==> src/persist_params.svh <==
// Purpose: offsets, field positions, reset values and timing counts
// Assumes: 10 MHz system clock
// Notes:   included by the top module only
`ifndef PERSIST_PARAMS_SVH
`define PERSIST_PARAMS_SVH

// ==========================================
// register offsets
`define ADDR_PERSISTENCE_FILTERS   8'h8c
`define ADDR_GENERAL_CONFIG_ZERO   8'h8d
`define ADDR_PROXIMITY_PULSE_CFG   8'h8e

// ==========================================
// reset values
`define RST_PERSISTENCE_FILTERS    8'h00
`define RST_GENERAL_CONFIG_ZERO    8'h40
`define RST_PROXIMITY_PULSE_CFG    8'h4f
`define RDATA_UNMAPPED             8'h00

// ==========================================
// field positions
`define POS_PROX_PERSIST_MSB       7
`define POS_PROX_PERSIST_LSB       4
`define POS_LIGHT_PERSIST_MSB      3
`define POS_LIGHT_PERSIST_LSB      0
`define POS_WAIT_EXTEND            2
`define POS_PULSE_WIDTH_X16        0
`define POS_PULSE_WIDTH_MSB        7
`define POS_PULSE_WIDTH_LSB        6
`define POS_PULSE_COUNT_MSB        5
`define POS_PULSE_COUNT_LSB        0

// ==========================================
// timing
`define CLK_FREQ_HZ                10000000
`define BASE_PULSE_NS              4000
`define BASE_PULSE_CYC             ((`BASE_PULSE_NS * (`CLK_FREQ_HZ / 1000000) + 999) / 1000)
`define WAIT_EXTEND_FACTOR         12
`define PULSE_X16_SHIFT            4
`define LIGHT_PERSIST_STEP         5
`define LIGHT_PERSIST_DIRECT_MAX   3

`endif

==> src/persist_pkg.sv <==
// Purpose: shared types of the persistence and pulse configuration block
// Assumes: constants live in persist_params.svh
// Notes:   register layouts match the byte images on the register port
package persist_pkg;

	// ==========================================
	// register layouts
	typedef struct packed {
		logic [3:0] prox_persist_count;
		logic [3:0] light_persist_count;
	} persist_reg_s;

	typedef struct packed {
		logic [4:0] reserved_hi;
		logic       wait_extend_x12;
		logic       reserved_lo;
		logic       pulse_width_x16;
	} config_zero_s;

	typedef struct packed {
		logic [1:0] pulse_width_sel;
		logic [5:0] pulse_count_max;
	} pulse_cfg_s;

	// ==========================================
	// register port request
	typedef struct packed {
		logic [7:0] addr;
		logic       wr;
		logic [7:0] wdata;
	} reg_req_s;

	// ==========================================
	// measurement result strobe
	typedef struct packed {
		logic done;
		logic out_of_range;
	} result_s;

	typedef enum logic [1:0] {
		EMIT_IDLE,
		EMIT_PULSE,
		EMIT_GAP
	} emit_state_e;

endpackage

==> src/persistence_and_pulse_config.sv <==
// Purpose: persistence filters, wait extension and emitter pulse control
// Assumes: result strobes come from logic on sys_clk_i; near_sat_i is asynchronous
// Notes:   register port is the internal side of the serial slave
`timescale 1ns/1ps
`include "persist_params.svh"

module persistence_and_pulse_config #(
	parameter int BASE_PULSE_CYC = `BASE_PULSE_CYC
) (
	input  wire logic                 sys_clk_i,
	input  wire logic                 nrst_i,
	input  wire persist_pkg::reg_req_s reg_req_i,
	output logic [7:0]                reg_rdata_o,
	input  wire persist_pkg::result_s prox_result_i,
	input  wire persist_pkg::result_s light_result_i,
	input  wire logic                 prox_irq_clear_i,
	input  wire logic                 light_irq_clear_i,
	input  wire logic                 prox_irq_enable_i,
	input  wire logic                 light_irq_enable_i,
	input  wire logic                 wait_tick_i,
	input  wire logic                 prox_start_i,
	input  wire logic                 near_sat_i,
	input  wire logic                 auto_pulse_ctrl_off_i,
	output logic                      prox_irq_flag_o,
	output logic                      light_irq_flag_o,
	output logic                      int_o,
	output logic                      wait_step_o,
	output logic                      emitter_o,
	output logic                      prox_cycle_done_o,
	output logic [6:0]                pulses_emitted_o
);
	import persist_pkg::*;

	persist_reg_s persistence_filters;
	config_zero_s general_config_zero;
	pulse_cfg_s   proximity_pulse_config;

	logic [3:0]  prox_cnt;
	logic [5:0]  light_cnt;
	logic [5:0]  light_target;
	logic [3:0]  wait_cnt;
	logic [2:0]  sat_sync;
	logic        near_sat;
	emit_state_e emit_state;
	logic [15:0] width_cyc;
	logic [15:0] phase_cnt;
	logic [6:0]  pulse_cnt;
	logic        next_prox_set;
	logic        next_light_set;
	logic        stop_now;

	// ==========================================
	// register port
	always_ff @(posedge sys_clk_i or negedge nrst_i) begin
		if (!nrst_i) begin
			persistence_filters    <= `RST_PERSISTENCE_FILTERS;
			general_config_zero    <= `RST_GENERAL_CONFIG_ZERO;
			proximity_pulse_config <= `RST_PROXIMITY_PULSE_CFG;
		end else if (reg_req_i.wr) begin
			// reserved bits store what the host writes; keeping them is its duty
			case (reg_req_i.addr)
				`ADDR_PERSISTENCE_FILTERS: persistence_filters    <= reg_req_i.wdata;
				`ADDR_GENERAL_CONFIG_ZERO: general_config_zero    <= reg_req_i.wdata;
				`ADDR_PROXIMITY_PULSE_CFG: proximity_pulse_config <= reg_req_i.wdata;
				default: ;
			endcase
		end
	end

	always_ff @(posedge sys_clk_i or negedge nrst_i) begin
		if (!nrst_i) begin
			reg_rdata_o <= `RDATA_UNMAPPED;
		end else begin
			case (reg_req_i.addr)
				`ADDR_PERSISTENCE_FILTERS: reg_rdata_o <= persistence_filters;
				`ADDR_GENERAL_CONFIG_ZERO: reg_rdata_o <= general_config_zero;
				`ADDR_PROXIMITY_PULSE_CFG: reg_rdata_o <= proximity_pulse_config;
				default:                   reg_rdata_o <= `RDATA_UNMAPPED;
			endcase
		end
	end

	// ==========================================
	// persistence filters
	always_comb begin
		light_target = 6'(persistence_filters.light_persist_count);
		if (persistence_filters.light_persist_count > 4'(`LIGHT_PERSIST_DIRECT_MAX)) begin
			light_target = 6'((persistence_filters.light_persist_count -
				4'(`LIGHT_PERSIST_DIRECT_MAX)) * `LIGHT_PERSIST_STEP);
		end
	end

	always_comb begin
		next_prox_set = 1'b0;
		if (prox_result_i.done) begin
			if (persistence_filters.prox_persist_count == 4'h0) begin
				next_prox_set = 1'b1;
			end else if (prox_result_i.out_of_range) begin
				next_prox_set = (prox_cnt + 4'h1) == persistence_filters.prox_persist_count;
			end
		end
	end

	always_comb begin
		next_light_set = 1'b0;
		if (light_result_i.done) begin
			if (light_target == 6'h00) begin
				next_light_set = 1'b1;
			end else if (light_result_i.out_of_range) begin
				next_light_set = (light_cnt + 6'h01) == light_target;
			end
		end
	end

	// counters saturate so a long run never wraps back onto the target
	always_ff @(posedge sys_clk_i or negedge nrst_i) begin
		if (!nrst_i) begin
			prox_cnt <= 4'h0;
		end else if (prox_result_i.done) begin
			if (!prox_result_i.out_of_range) begin
				prox_cnt <= 4'h0;
			end else if (prox_cnt != 4'hf) begin
				prox_cnt <= prox_cnt + 4'h1;
			end
		end
	end

	always_ff @(posedge sys_clk_i or negedge nrst_i) begin
		if (!nrst_i) begin
			light_cnt <= 6'h00;
		end else if (light_result_i.done) begin
			if (!light_result_i.out_of_range) begin
				light_cnt <= 6'h00;
			end else if (light_cnt != 6'h3f) begin
				light_cnt <= light_cnt + 6'h01;
			end
		end
	end

	// set wins over a clear in the same cycle
	always_ff @(posedge sys_clk_i or negedge nrst_i) begin
		if (!nrst_i) begin
			prox_irq_flag_o  <= 1'b0;
			light_irq_flag_o <= 1'b0;
		end else begin
			prox_irq_flag_o  <= next_prox_set | (prox_irq_flag_o & ~prox_irq_clear_i);
			light_irq_flag_o <= next_light_set | (light_irq_flag_o & ~light_irq_clear_i);
		end
	end

	always_ff @(posedge sys_clk_i or negedge nrst_i) begin
		if (!nrst_i) begin
			int_o <= 1'b0;
		end else begin
			int_o <= (prox_irq_flag_o & prox_irq_enable_i) |
				(light_irq_flag_o & light_irq_enable_i);
		end
	end

	// ==========================================
	// wait period extension
	always_ff @(posedge sys_clk_i or negedge nrst_i) begin
		if (!nrst_i) begin
			wait_cnt    <= 4'h0;
			wait_step_o <= 1'b0;
		end else if (!general_config_zero.wait_extend_x12) begin
			wait_cnt    <= 4'h0;
			wait_step_o <= wait_tick_i;
		end else if (wait_tick_i) begin
			if (wait_cnt == 4'(`WAIT_EXTEND_FACTOR - 1)) begin
				wait_cnt    <= 4'h0;
				wait_step_o <= 1'b1;
			end else begin
				wait_cnt    <= wait_cnt + 4'h1;
				wait_step_o <= 1'b0;
			end
		end else begin
			wait_step_o <= 1'b0;
		end
	end

	// ==========================================
	// near-saturation synchroniser
	always_ff @(posedge sys_clk_i or negedge nrst_i) begin
		if (!nrst_i) begin
			sat_sync <= 3'h0;
			near_sat <= 1'b0;
		end else begin
			sat_sync <= {sat_sync[1:0], near_sat_i};
			if (sat_sync[2] == sat_sync[1]) begin
				near_sat <= sat_sync[1];
			end
		end
	end

	// ==========================================
	// emitter pulse train
	always_comb begin
		width_cyc = 16'(BASE_PULSE_CYC) << proximity_pulse_config.pulse_width_sel;
		if (general_config_zero.pulse_width_x16) begin
			width_cyc = width_cyc << `PULSE_X16_SHIFT;
		end
	end

	// a pulse in flight always finishes; saturation is sampled only as a pulse ends and stops the train there
	always_comb begin
		stop_now = (pulse_cnt + 7'h01) > {1'b0, proximity_pulse_config.pulse_count_max};
		if (!auto_pulse_ctrl_off_i && near_sat) begin
			stop_now = 1'b1;
		end
	end

	always_ff @(posedge sys_clk_i or negedge nrst_i) begin
		if (!nrst_i) begin
			emit_state        <= EMIT_IDLE;
			phase_cnt         <= 16'h0000;
			pulse_cnt         <= 7'h00;
			emitter_o         <= 1'b0;
			prox_cycle_done_o <= 1'b0;
			pulses_emitted_o  <= 7'h00;
		end else begin
			prox_cycle_done_o <= 1'b0;
			case (emit_state)
				EMIT_IDLE: begin
					if (prox_start_i) begin
						emit_state <= EMIT_PULSE;
						phase_cnt  <= width_cyc;
						pulse_cnt  <= 7'h00;
						emitter_o  <= 1'b1;
					end
				end
				EMIT_PULSE: begin
					if (phase_cnt == 16'h0001) begin
						emitter_o <= 1'b0;
						pulse_cnt <= pulse_cnt + 7'h01;
						if (stop_now) begin
							emit_state        <= EMIT_IDLE;
							prox_cycle_done_o <= 1'b1;
							pulses_emitted_o  <= pulse_cnt + 7'h01;
						end else begin
							emit_state <= EMIT_GAP;
							phase_cnt  <= width_cyc;
						end
					end else begin
						phase_cnt <= phase_cnt - 16'h0001;
					end
				end
				EMIT_GAP: begin
					if (phase_cnt == 16'h0001) begin
						emit_state <= EMIT_PULSE;
						phase_cnt  <= width_cyc;
						emitter_o  <= 1'b1;
					end else begin
						phase_cnt <= phase_cnt - 16'h0001;
					end
				end
				default: begin
					emit_state <= EMIT_IDLE;
					emitter_o  <= 1'b0;
				end
			endcase
		end
	end

endmodule

==> config.mk <==
export PLATFORM = sky130hd
export DESIGN_NAME = persistence_and_pulse_config
export DESIGN_NICKNAME = d
export VERILOG_FILES = /design/src/persist_pkg.sv /design/src/persistence_and_pulse_config.sv
export VERILOG_INCLUDE_DIRS = /design/src /design/src/src
export SDC_FILE = /design/constraint.sdc
export NUM_CORES = 1
export LEC_CHECK = 0
export BUFFER_PORTS_ARGS = -buffer_cell sky130_fd_sc_hd__buf_2
export CAP_MARGIN = 40
export CORE_MARGIN = 1
export CORE_UTILIZATION = 45
export DETAILED_ROUTE_END_ITERATION = 8
export GPL_TIMING_DRIVEN = 0
export PLACE_DENSITY = 0.63
export SYNTH_ARGS = -nofsm -noshare
export SYNTH_HDL_FRONTEND = slang
export SYNTH_SLANG_ARGS = --single-unit
==> constraint.sdc <==
create_clock -name sys_clk_i -period 4 [get_ports sys_clk_i]
set_input_delay 0.8 -clock sys_clk_i [delete_from_list [all_inputs] [get_ports sys_clk_i]]
set_output_delay 0.8 -clock sys_clk_i [all_outputs]
set_load 0.02 [all_outputs]
==> results by group <==
Drt
  • Via count: 3791
  • Residual DRC: 0
  • Highest routed layer: met4
  • Final antenna-violating net count: 0
  • Drt pass-1 iters: 4
  • Met2 WL: between 5 and 6 mm
  • Wire per inst: between 10 and 15 um
  • Detailed Route WL: approximately 10 mm
  • Met3 WL post-DR: 340 um
  • Number of DRC markers in iteration 0: 138
  • M1 WL: slightly below 5 mm
  • DR vias/cell: between 5 and 6

Die
  • DIE WIDTH: about 110 um
  • Die area: 11400 sq um
  • Io pins: 52
  • Die H: around 110 um
  • Core ar.: 10500 sq um
  • Initial Util: 47.1%
  • Rows: 37

Logic synthesis
  • Mapped Cells: around 500
  • Synth Warn #: 0
  • Ranking of synthesized cells by area: dfrtp_1 41%, mux2_2 6.8%, ha_1 5.3%
  • Count leader, synth: dfrtp_1
  • Leading area contributor after synthesis: dfrtp_1
  • Flops & latches, synth: between 80 and 90
  • Synthesized area per cell: a little under 10 sq um
  • Synthesized cell area: 4950 sq um
  • Post-synth EDFFs: 0
  • Syn nets: between 500 and 600
  • Ys flop type: dfrtp_1
  • Sequential share of the synthesized area: approximately 45%
  • Post-synth ARST share: between 90% and 100%
  • Share of the synthesized area in the top cell type: 41.4%
  • Netlist cell types: 63
  • Post-synth top cells: 82 x dfrtp_1, 49 x nand2_1, 48 x nor2_1

STA
  • Worst-Margin Slew: slightly above 700 ps
  • Fin crit share: roughly 75%
  • RSZ-0062 raised after global routing: no
  • Final Max Slew Viols: 0
  • Setup ws final: 983 ps
  • Sum Neg Setup Slack: 0 ps
  • Fin. Hold Viols: 0
  • Time the worst path needs with I/O delays and setup: 3020 ps
  • Clk_skew: ~10 ps
  • Final setup viols: 0
  • Max_slew headroom: between 50% and 60%
  • FMAX: 0.331 GHz

Hold path
  • Hold crit path type: in2async

Setup path
  • Worst r2r dst: light_irq_flag_o
  • Startpoint types: flip-flop
  • Critical path required time: 4250 ps
  • Critical Setup Path Class: reg2reg
  • Worst R2R Path Depth: 12
  • Critical Path AT: approximately 3300 ps
  • RR Startpoint: persistence_filters[0]
  • Worst R2R Setup Slack: roughly 980 ps
  • Crit path max fanout: 7
  • CP Capture Type: flip-flop

Power
  • Gate power share: 11.3%
  • Clock power frac: 41.0%
  • P_sw: 468 uW
  • Cell Int Power: between 1.5 and 2 mW
  • Power Total: about 2.0 mW
  • Max rail drop VDD: 0.000220 V
  • Net Sw Frac: 23.7%
  • Power per cell area: ~350 nW/um^2
  • Pleak: around 2.7 nW
  • Sequential power share: a little under half

CTS
  • Post-CTS resize count: 0
  • Clk Tree Root Cell: clkbuf_8
  • # Post-CTS Setup Buffers: 0
  • # clock sinks: 88
  • Clock buffer depth: 2
  • CTS tree: yes
  • CTS buffer count: 9
  • Worst-Skew Late Latency: around 360 ps
  • Clock transition at path regs: 90 ps
  • Htree depth: 3
  • Hold-fix buffers, CTS: 0

Final layout
  • Final instance area: ~5700 sq um
  • Nets: between 600 and 700
  • Fill cells: 947
  • Area of the multi-input gates: between 2000 and 3000 sq um
  • Area Overhead vs Synth: 14.6%
  • Final Core Density: between 50% and 60%
  • Layout cells sized above 1: a little under a quarter
  • FF+latch area: roughly 2200 sq um
  • ANT cells: 0

Global routing
  • Global-route wire length before repair: between 15 and 20 mm
  • GRT Total Usage: around 20%
  • Initial antenna violation count: 0
  • GR Overflow Total: 0
  • Largest net degree at the start of global routing: 64
  • Vias in the first global route: between 3000 and 4000

Placed design
  • Dpl hpwl: approximately 7.8 mm
  • Placed instance area: between 5000 and 6000 sq um
  • Routability cong.: around 0.83
  • IO buf count: 51
  • Dpl ws: 1050 ps

Status
  • Status: finished, final reports clean

Job
  • Max-cap check violation count: 0
metal layers:
layer / GRT usage, % / vias to the layer above
met2: 32.9 / 60
met5: 0 / -
met4: 6.85 / 0
met1: 25.2 / 1817
met3: 4.44 / 7
li1: - / 1907
worst max path at each step:
stage                                start             endpoint  slack [ps]  cells past startpoint
finish              persistence_filters[0]     light_irq_flag_o         980                     12
global route                  pulse_cnt[0]  pulses_emitted_o[3]         810                     10
CTS                 persistence_filters[0]     light_irq_flag_o         980                     12
detailed placement            pulse_cnt[0]  pulses_emitted_o[4]        1050                     10
global placement              pulse_cnt[0]  pulses_emitted_o[3]        1110                     10
floorplan           persistence_filters[0]     light_irq_flag_o        1400                     11
sequential cells by signal, indices dropped and copies added, names as in the netlist, 2 cells and up:
| name | flops |
|---|---|
| emit_state | 2 |
| general_config_zero | 8 |
| light_cnt | 6 |
| persistence_filters | 8 |
| phase_cnt | 16 |
| prox_cnt | 4 |
| proximity_pulse_config | 8 |
| pulse_cnt | 7 |
| pulses_emitted_o | 7 |
| reg_rdata_o | 8 |
| sat_sync | 3 |
| wait_cnt | 4 |
cell type report:
type	count	area share, %
clock inverter	6	2.29
timing repair buffer	52	5.02
sequential	88	38.9
clock buffer	10	2.42
multi-input combinational	377	45.2
tap	136	3.00
buffer	17	1.72
inverter	22	1.45
cell families after synthesis:
logic type      synth area share [%]
mux                             9.24
flops                           44.6
fa+ha+maj                       5.91
simple gates                    17.9
buf+inv                         3.64
xor+xnor                        4.42
compound gates                  14.3
power by group through the flow:
stage	Sequential [mW]	Clock, mW	Combinational, mW
2_1_floorplan	0.961	0	0.141
3_3_place_gp	0.960	0	0.211
3_5_place_dp	0.961	0	0.225
4_1_cts	0.944	0.840	0.227
5_1_grt	0.948	0.868	0.253
6_report	0.944	0.811	0.224
critical path, stage by stage, from the launching register on:
cell and delay (ps):
dfrtp_1 470, a21oi_1 310, xor2_1 140, ha_1 310, ha_1 140, inv_1 50, fa_1 390, xnor2_1 280
xnor2_1 120, a22oi_1 230, xor2_1 170, nor2_1 60, o221a_2 240
placed cells by master, fill, tap and decap left out, drive strengths merged, types with 2 or more instances in the layout:
master	count
ha	21
a31oi	7
a21o	4
a211o	3
clkinv	2
nand2	50
o22ai	3
xnor2	15
a21oi	27
or2	4
a22oi	2
mux2i	12
o31ai	4
nand3	18
xor2	10
nand3b	4
dfrtp	82
clkbuf	18
nor4	8
or3	2
o21ai	42
and3	7
bufinv	4
nand2b	8
mux2	30
nor2b	9
nor3	17
a21boi	3
dfstp	6
buf	61
nor2	48
inv	22
metrics by stage:
step / hold WS, ps / cells
after global routing: 355 / 708
after global placement: 360 / 691
after CTS: 328 / 708
after floorplan: 331 / 504
final: 338 / 708
after detailed placement: 335 / 692
Note: power is estimated with default switching activity, not from simulation.
